File: config.mk
export PLATFORM = sky130hd
export DESIGN_NAME = hfc_hiccup_ctrl
export DESIGN_NICKNAME = d
export VERILOG_FILES = /design/src/inc/hfc_pkg.sv /design/src/logic/hfc_hiccup_ctrl.sv
export VERILOG_INCLUDE_DIRS = /design/src /design/src/inc
export SDC_FILE = /design/constraint.sdc
export NUM_CORES = 1
export LEC_CHECK = 0
export ABC_AREA = 1
export BUFFER_PORTS_ARGS = -buffer_cell sky130_fd_sc_hd__buf_2
export CAP_MARGIN = 20
export CORE_ASPECT_RATIO = 0.75
export CORE_MARGIN = 2
export CORE_UTILIZATION = 49
export CTS_BUF_LIST = sky130_fd_sc_hd__clkbuf_4
export CTS_CLUSTER_DIAMETER = 50
export DETAILED_ROUTE_END_ITERATION = 16
export PLACE_DENSITY = 0.68
export SLEW_MARGIN = 20
export SYNTH_ARGS = -nofsm -noshare
export SYNTH_HDL_FRONTEND = slang
export SYNTH_SLANG_ARGS = --single-unit
File: constraint.sdc
create_clock -name clk -period 11.9 [get_ports clk]
set_input_delay 1.19 -clock clk [delete_from_list [all_inputs] [get_ports clk]]
set_output_delay 1.19 -clock clk [all_outputs]
set_load 0.01 [all_outputs]
File: src/inc/hfc_regs.svh
// timing counts and thresholds for the hiccup fault controller
// Notes on behaviour
// - while in hiccup both gate drive enables are held off.
// - entering hiccup starts a 5.5 ms cool-down with switching inhibited.
// - after cool-down an internal 3.6 ms soft-start ramp runs, then regulation.
// - fifteen sampled low-side over-current cycles force hiccup.
// - low-side over-current is sampled once per cycle at off interval start.
// - 32 consecutive clean cycles between limit events clear the counter.
// - high-side comparator trip above 500 mV forces hiccup.
// - under-voltage held continuously 7 us in steady state forces hiccup.
// - reference select picks the lowest of bandgap, external and internal ramp.
// - hiccup never discharges external soft-start; only reset, lockout or shutdown do.
// - hiccup entry starts cool-down and resets the internal ramp to zero.
// - during any soft-start only current-limit faults cause hiccup.
// - high-side comparator ignored for 200 nanoseconds after each high-side turn-on.
// - with low-side limit active the high-side pulse is skipped.
// - under-voltage detection armed only after soft-start has ended.
`ifndef HFC_REGS_SVH
`define HFC_REGS_SVH
`define HFC_CLK_HZ          10000000
`define HFC_COOL_US         5500
`define HFC_COOL_CYC        ((`HFC_COOL_US * (`HFC_CLK_HZ / 1000000)))
`define HFC_SS_US           3600
`define HFC_SS_CYC          ((`HFC_SS_US * (`HFC_CLK_HZ / 1000000)))
`define HFC_UV_NSEC         7000
`define HFC_UV_CYC          ((`HFC_UV_NSEC * (`HFC_CLK_HZ / 1000000) + 999) / 1000)
`define HFC_BLANK_NSEC      200
`define HFC_BLANK_CYC       ((`HFC_BLANK_NSEC * (`HFC_CLK_HZ / 1000000) + 999) / 1000)
`define HFC_LS_TRIP_CNT     15
`define HFC_CLEAN_CNT       32
`define HFC_REF_W           10
`endif

File: src/inc/hfc_pkg.sv
// types for the hiccup fault controller
package hfc_pkg;
   typedef enum logic [1:0] {HFC_RUN, HFC_COOL, HFC_SOFT} hfc_state_t;
   typedef enum logic [1:0] {HFC_SRC_BG, HFC_SRC_EXT, HFC_SRC_INT} hfc_src_t;
endpackage : hfc_pkg

File: src/logic/hfc_hiccup_ctrl.sv
// hiccup fault supervisor: fault counting, cool-down, internal soft-start, reference select
`timescale 1ns/1ps
`include "hfc_regs.svh"
module hfc_hiccup_ctrl #(
   parameter int COOL_CYC = `HFC_COOL_CYC,
   parameter int SS_CYC   = `HFC_SS_CYC
) (
   input  wire logic                 clk,
   input  wire logic                 srst,
   input  wire logic                 supply_lockout,
   input  wire logic                 shutdown,
   input  wire logic                 off_interval,
   input  wire logic                 hs_on_req,
   input  wire logic                 ls_on_req,
   input  wire logic                 valley_current_threshold,
   input  wire logic                 hs_overcurrent,
   input  wire logic                 output_undervoltage_trip,
   input  wire logic                 ext_ss_done,
   input  wire logic [`HFC_REF_W-1:0] bandgap_ref,
   input  wire logic [`HFC_REF_W-1:0] ext_ss_ref,
   output logic                      hs_gate_en,
   output logic                      ls_gate_en,
   output logic                      ext_ss_discharge,
   output logic                      int_ss_active,
   output logic                      in_hiccup,
   output logic [`HFC_REF_W-1:0]     ea_ref,
   output logic [1:0]                ea_ref_src
);
   localparam int CW = 16;
   localparam logic [CW-1:0] COOL_LAST = CW'(COOL_CYC - 1);
   localparam logic [CW-1:0] SS_LAST   = CW'(SS_CYC - 1);
   localparam logic [`HFC_REF_W-1:0] REF_MAX = {`HFC_REF_W{1'b1}};

   // two-flop synchronisers for every single-bit input except clk and srst
   localparam int N_SYNC = 8;
   logic [N_SYNC-1:0] s1_ff;
   logic [N_SYNC-1:0] s2_ff;
   wire  [N_SYNC-1:0] raw_in = {supply_lockout, shutdown, off_interval, hs_on_req,
                               ls_on_req, valley_current_threshold, hs_overcurrent,
                               output_undervoltage_trip};
   always_ff @(posedge clk) begin
      if (srst) begin
         s1_ff <= '0;
         s2_ff <= '0;
      end else begin
         s1_ff <= raw_in;
         s2_ff <= s1_ff;
      end
   end
   logic s_ext_done1_ff;
   logic s_ext_done2_ff;
   always_ff @(posedge clk) begin
      if (srst) begin
         s_ext_done1_ff <= 1'b0;
         s_ext_done2_ff <= 1'b0;
      end else begin
         s_ext_done1_ff <= ext_ss_done;
         s_ext_done2_ff <= s_ext_done1_ff;
      end
   end
   wire lockout_s = s2_ff[7];
   wire shut_s    = s2_ff[6];
   wire off_s     = s2_ff[5];
   wire hs_req_s  = s2_ff[4];
   wire ls_req_s  = s2_ff[3];
   wire valley_s  = s2_ff[2];
   wire hsoc_s    = s2_ff[1];
   wire uv_s      = s2_ff[0];

   function automatic logic [`HFC_REF_W-1:0] hfc_min(input logic [`HFC_REF_W-1:0] a,
                                                     input logic [`HFC_REF_W-1:0] b);
      hfc_min = (a < b) ? a : b;
   endfunction : hfc_min

   hfc_pkg::hfc_state_t state_ff;
   hfc_pkg::hfc_state_t nxt_state;
   logic [CW-1:0] tmr_ff;
   logic [CW-1:0] nxt_tmr;
   logic [`HFC_REF_W-1:0] ramp_ff;
   logic [4:0]    ls_cnt_ff;
   logic [5:0]    clean_ff;
   logic          off_d_ff;
   logic          hs_d_ff;
   logic [3:0]    blank_ff;
   logic [7:0]    uv_cnt_ff;
   logic          ls_limit_ff;

   wire stop_s    = lockout_s | shut_s;
   wire off_start = off_s & ~off_d_ff;
   wire hs_rise   = hs_req_s & ~hs_d_ff;
   wire running   = (state_ff == hfc_pkg::HFC_RUN);
   wire steady    = running & s_ext_done2_ff;
   // a sample that meets the count enters hiccup in the same cycle
   wire ls_trip   = running & off_start & valley_s & (ls_cnt_ff == 5'(`HFC_LS_TRIP_CNT - 1));
   wire hs_trip   = (running | state_ff == hfc_pkg::HFC_SOFT) & hsoc_s
                    & (blank_ff == 4'h0) & ~hs_rise;
   wire uv_trip   = steady & (uv_cnt_ff == 8'(`HFC_UV_CYC - 1)) & uv_s;
   wire ls_trip_ss = (state_ff == hfc_pkg::HFC_SOFT) & off_start & valley_s
                    & (ls_cnt_ff == 5'(`HFC_LS_TRIP_CNT - 1));
   wire enter     = ls_trip | ls_trip_ss | hs_trip | uv_trip;

   always_comb begin
      nxt_state = state_ff;
      nxt_tmr   = tmr_ff + 16'h0001;
      case (state_ff)
         hfc_pkg::HFC_RUN:  if (enter) begin
            nxt_state = hfc_pkg::HFC_COOL;
            nxt_tmr   = 16'h0000;
         end
         hfc_pkg::HFC_COOL: if (tmr_ff == COOL_LAST) begin
            nxt_state = hfc_pkg::HFC_SOFT;
            nxt_tmr   = 16'h0000;
         end
         hfc_pkg::HFC_SOFT: if (enter) begin
            nxt_state = hfc_pkg::HFC_COOL;
            nxt_tmr   = 16'h0000;
         end else if (tmr_ff == SS_LAST) begin
            nxt_state = hfc_pkg::HFC_RUN;
         end
         default: nxt_state = hfc_pkg::HFC_RUN;
      endcase
   end

   always_ff @(posedge clk) begin
      if (srst | stop_s) begin
         state_ff <= hfc_pkg::HFC_RUN;
         tmr_ff   <= 16'h0000;
      end else begin
         state_ff <= nxt_state;
         tmr_ff   <= nxt_tmr;
      end
   end

   // internal ramp: zero while cooling, full scale in run, linear in soft
   wire [`HFC_REF_W-1:0] ramp_lvl = `HFC_REF_W'((32'(tmr_ff) * 32'(REF_MAX)) / SS_CYC);
   always_ff @(posedge clk) begin
      if (srst | stop_s)
         ramp_ff <= REF_MAX;
      else if (enter | state_ff == hfc_pkg::HFC_COOL)
         ramp_ff <= '0;
      else if (state_ff == hfc_pkg::HFC_SOFT)
         ramp_ff <= ramp_lvl;
      else
         ramp_ff <= REF_MAX;
   end

   // low-side counter; cleared on hiccup entry and by a clean run
   always_ff @(posedge clk) begin
      if (srst | stop_s | enter) begin
         ls_cnt_ff <= 5'h00;
         clean_ff  <= 6'h00;
      end else if (off_start) begin
         if (valley_s) begin
            ls_cnt_ff <= ls_cnt_ff + 5'h01;
            clean_ff  <= 6'h00;
         end else if (clean_ff == 6'(`HFC_CLEAN_CNT - 1)) begin
            ls_cnt_ff <= 5'h00;
            clean_ff  <= 6'h00;
         end else begin
            clean_ff  <= clean_ff + 6'h01;
         end
      end
   end

   // edge trackers, blanking and glitch filter
   always_ff @(posedge clk) begin
      if (srst) begin
         off_d_ff    <= 1'b0;
         hs_d_ff     <= 1'b0;
         blank_ff    <= 4'h0;
         uv_cnt_ff   <= 8'h00;
         ls_limit_ff <= 1'b0;
      end else begin
         off_d_ff <= off_s;
         hs_d_ff  <= hs_req_s;
         if (hs_rise)
            blank_ff <= 4'(`HFC_BLANK_CYC);
         else if (blank_ff != 4'h0)
            blank_ff <= blank_ff - 4'h1;
         uv_cnt_ff <= (steady & uv_s & ~uv_trip) ? uv_cnt_ff + 8'h01 : 8'h00;
         // latched at off start, released once the valley falls to threshold
         if (off_start & valley_s)
            ls_limit_ff <= 1'b1;
         else if (~valley_s)
            ls_limit_ff <= 1'b0;
      end
   end

   // reference mux: smallest of the three sources
   wire [`HFC_REF_W-1:0] ref_lo = hfc_min(hfc_min(bandgap_ref, ext_ss_ref), ramp_ff);
   wire [1:0] src_sel = (ref_lo == ramp_ff && ramp_ff < bandgap_ref && ramp_ff < ext_ss_ref) ? 2'h2 :
                        (ref_lo == ext_ss_ref && ext_ss_ref < bandgap_ref) ? 2'h1 : 2'h0;
   wire hiccup_now = enter | (nxt_state == hfc_pkg::HFC_COOL);
   wire hs_ok = ~hiccup_now & ~stop_s & hs_req_s & ~ls_limit_ff & ~(off_start & valley_s);
   wire ls_ok = ~hiccup_now & ~stop_s & ls_req_s;

   always_ff @(posedge clk) begin
      if (srst) begin
         hs_gate_en       <= 1'b0;
         ls_gate_en       <= 1'b0;
         ext_ss_discharge <= 1'b1;
         int_ss_active    <= 1'b0;
         in_hiccup        <= 1'b0;
         ea_ref           <= '0;
         ea_ref_src       <= 2'h0;
      end else begin
         hs_gate_en       <= hs_ok;
         ls_gate_en       <= ls_ok;
         ext_ss_discharge <= stop_s;
         int_ss_active    <= (nxt_state == hfc_pkg::HFC_SOFT);
         in_hiccup        <= hiccup_now;
         ea_ref           <= ref_lo;
         ea_ref_src       <= src_sel;
      end
   end

   a_hiccup_gates_off: assert property (@(posedge clk) disable iff (srst)
      state_ff == hfc_pkg::HFC_COOL |-> !hs_gate_en && !ls_gate_en)
      else $error("gate drive on during cool-down");
   a_cool_len: assert property (@(posedge clk) disable iff (srst | stop_s)
      $rose(state_ff == hfc_pkg::HFC_COOL) |-> tmr_ff == 16'h0000)
      else $error("cool-down timer not restarted");
   a_cool_to_soft: assert property (@(posedge clk) disable iff (srst | stop_s)
      state_ff == hfc_pkg::HFC_COOL && tmr_ff == COOL_LAST |=> state_ff == hfc_pkg::HFC_SOFT)
      else $error("soft-start not begun after cool-down");
   a_ls_count: assert property (@(posedge clk) disable iff (srst | stop_s)
      running && off_start && valley_s && ls_cnt_ff == 5'h0E |=> state_ff == hfc_pkg::HFC_COOL)
      else $error("fifteenth valley sample missed");
   a_sample_once: assert property (@(posedge clk) disable iff (srst | stop_s | enter)
      !off_start |=> $stable(ls_cnt_ff) || ls_cnt_ff == 5'h00)
      else $error("count moved outside off start");
   a_clean_clear: assert property (@(posedge clk) disable iff (srst | stop_s | enter)
      off_start && !valley_s && clean_ff == 6'h1F |=> ls_cnt_ff == 5'h00)
      else $error("counter not cleared after clean run");
   a_hs_trip: assert property (@(posedge clk) disable iff (srst | stop_s)
      running && hsoc_s && blank_ff == 4'h0 && !hs_rise |=> state_ff == hfc_pkg::HFC_COOL)
      else $error("high-side trip missed");
   a_uv_ignored_ss: assert property (@(posedge clk) disable iff (srst | stop_s)
      state_ff == hfc_pkg::HFC_SOFT && !hsoc_s && !valley_s |=> state_ff != hfc_pkg::HFC_COOL)
      else $error("under-voltage acted during soft-start");
   a_ref_lowest: assert property (@(posedge clk) disable iff (srst)
      ##1 ea_ref <= $past(bandgap_ref) && ea_ref <= $past(ext_ss_ref) && ea_ref <= $past(ramp_ff))
      else $error("reference not the lowest source");
   a_ext_ss_kept: assert property (@(posedge clk) disable iff (srst)
      enter && !stop_s |=> !ext_ss_discharge)
      else $error("hiccup discharged external soft-start");
   a_blank_hold: assert property (@(posedge clk) disable iff (srst)
      hs_rise |=> blank_ff == 4'h2 ##1 blank_ff == 4'h1)
      else $error("blanking interval wrong");
endmodule : hfc_hiccup_ctrl

==> reports/metrics.csv <==
metric,value,unit
most_used_flip_flop_cell_after_synthesis,dfxtp_1,
cap_violations,0,
worst_r2r_path_depth,93,
final.setup.worst_slack,-0.446,ns
netlist.area_leader.share,0.170,
initial_core_util,0.499,
antenna-diode-count,0,
ctsRootBufferMaster,clkbuf_4,
cts_tree,built,
final_nets,2752,
post-route-drc-count,0,
synth_top_cells_by_area,"nand2_1, dfxtp_1, fa_1",
cp.arrival,12.75,ns
holdWs,0.397,ns
synth_edf_count,0,
slew_violations,0,
synth_sequential_area_ratio,0.133,
setup.worst_path.end_class,flop,
layout.area.seq,1810,um2
placed_cells,2773,
hold_viol,0,
port_buffers,47,
postSynthRegisterBits,89,
clockBufferDepth,2,
multi_input_area,11400,um2
asyncSetResetFlopFracSynth,0,
worst-setup-path-type,flop to flop,
crit_required,12.31,ns
synth.yosys.warnings,0,
whs_path_depth,2,
filler_cell_count,2225,
grt_pass1_wl,64.7,mm
finalNonFillerCells,2874,
antenna_found_initial,0,
routed_wire_length_per_instance,13.8,um
postCtsHoldBufs,0,
floorplan.die_area,28800,um2
drive_above_1_share,0.355,
cts.sink_count,89,
syn_inst,2092,
routed_wirelength,39.6,mm
setup.worst_path.start_class,flop,
cell_occurring_most_often_along_the_worst_timing_path,nand2_1,
detail_route.iter0.violations,1029,
timing.reg2reg.setup_slack,-0.45,ns
worst_skew_pair.late_latency,0.47,ns
crit_path_max_fanout,8,
timing.hold.worst.class,flop to flop,
peak_freq,81.0,MHz
die_height,147,um
rsz0062_at_grt,yes,
setup_viol,2,
clk_pin_slew,0.18,ns
violated_checks,setup timing,
synth.avg_cell_area,6.42,um2
grt_start_max_net_pins,38,
first_global_vias,13900,
routed_via_density,5.06,
io-pin-count,48,
period_share,1.04,
critical_path.slowest_cell,fa_2,
design_power_total,0.868,mW
worst_slew_margin_rel,0.495,
design.core.area,26900,um2
outcome,finished with violations,
timing.rr.start,tmr_ff[9],
synthTopCellsByCount,"nand2_1, inv_1, nand3_1, nor2_1, ha_1",
worst-slew-pin-transition,0.754,ns
critical_path.max_stage_delay,0.60,ns
syn2layout_area_growth,38.3,%
num_rows,52,
number_of_buffers_created_by_cts,9,
power.ir.vdd_worst,57.4,uV
finClkSkew,0.0305,ns
post_synth_top_area_cell,nand2_1,
power.leakage,10.7,nW
synth_most_common_cell,nand2_1,
synth.net_count,2326,
track_usage,0.266,
pwr_density_cell,46.7,nW/um2
grt-ovfl-total,0,
r2r_end,ramp_ff[0],
globalplace.congestion,0.942,
synthDistinctLibCells,57,
drt_first_pass_iters,6,
hold_start,s1_ff[7],
netlist_area,13400,um2
dr_vias,14500,
post-route-min-period,12.35,ns
hpwl,29.8,mm
ctsHtreeMaxLevel,3,
hold_path_end,s2_ff[7],
detail-route-antenna-nets,0,
die_w,195,um
==> through the flow <==
stage	setup WS [ns]	util	TNS [ns]	area, um2
6_report	-0.446	0.690	-0.544	18600
2_1_floorplan	0.0786	-	0	13400
3_3_place_gp	-0.495	0.602	-0.767	16200
4_1_cts	-0.125	0.639	-0.125	17200
3_5_place_dp	-0.814	0.602	-1.42	16200
5_1_grt	-1.27	0.690	-2.22	18600
==> logic make-up after synthesis <==
kind of cell / after synthesis / share of synthesized area
AND/OR/NAND/NOR: 1160 / 0.402
XOR/XNOR: 60 / 0.0397
buffers and inverters: 434 / 0.129
adder cells (fa/ha/maj): 203 / 0.235
flip-flops: 89 / 0.133
AO/OA/AOI/OAI: 146 / 0.0620
==> what timing repair did <==
item / 4_1_cts / 5_1_grt
endpoints found under the hold margin: 0 / 0
pin swaps: 65 / 171
buffers inserted: 24 / 46
endpoints found under the setup margin: 2 / 3
gates resized for setup: 134 / 260
cloned: 8 / 7
==> layout by cell type, fill, tap and decap left out, types with 47 or more instances in the layout <==
| cell type | instances |
|---|---|
| fa_1 | 73 |
| nand2_4 | 53 |
| nand2_2 | 157 |
| nand3_1 | 150 |
| buf_4 | 346 |
| nor2_1 | 131 |
| inv_1 | 357 |
| buf_2 | 47 |
| xor2_1 | 49 |
| a21oi_1 | 51 |
| dfxtp_1 | 78 |
| ha_1 | 103 |
| inv_2 | 48 |
| nand2_1 | 482 |
==> critical path, delay by kind of cell (launching register included) <==
family                   cells  cell delay [ns]
buffers and inverters       21             2.23
AO/OA/AOI/OAI                4             0.57
adder cells (fa/ha/maj)      6             2.83
AND/OR/NAND/NOR             62             6.25
flip-flops                   1             0.37
==> where the power goes <==
| part | internal [mW] | total (mW) | switching [mW] |
|---|---|---|---|
| Sequential | 0.311 | 0.321 | 0.0101 |
| Clock | 0.0518 | 0.182 | 0.130 |
| Combinational | 0.148 | 0.365 | 0.217 |
| Total | 0.511 | 0.868 | 0.357 |
==> worst max path at each step <==
stage / startpoint / to / slack (ns) / depth (start not counted)
final: tmr_ff[9] / ramp_ff[0] / -0.45 / 93
after global routing: tmr_ff[9] / ramp_ff[0] / -1.27 / 99
after CTS: tmr_ff[6] / ramp_ff[0] / -0.13 / 93
after detailed placement: tmr_ff[6] / ramp_ff[0] / -0.81 / 89
after global placement: tmr_ff[5] / ramp_ff[0] / -0.50 / 92
after floorplan: tmr_ff[12] / ramp_ff[0] / 0.08 / 100
==> final cells by class <==
type,instances,share of cell area
multi-input cells,1583,0.615
repair buffers,424,0.173
flip-flops and latches,89,0.0974
inverters,411,0.0832
well taps,351,0.0236
clock inverters,7,0.00424
clock buffers,9,0.00364
==> state kept, by name, summed over array words and instances, names as in the netlist, 2 cells and up <==
| name | flops |
|---|---|
| blank_ff | 4 |
| clean_ff | 6 |
| ea_ref | 10 |
| ea_ref_src | 2 |
| ls_cnt_ff | 5 |
| ramp_ff | 10 |
| s1_ff | 8 |
| s2_ff | 8 |
| state_ff | 2 |
| tmr_ff | 16 |
| uv_cnt_ff | 8 |
==> per-layer routing <==
| layer | global-route usage | wire [um] | vias to the layer above |
|---|---|---|---|
| met2 | 0.431 | 18200 | 427 |
| met3 | 0.0294 | 2470 | 32 |
| met5 | 0 | 0 | - |
| met1 | 0.395 | 18600 | 6727 |
| li1 | - | - | 7346 |
| met4 | 0.0263 | 284 | 0 |
Power figures use the tool's default switching activity.
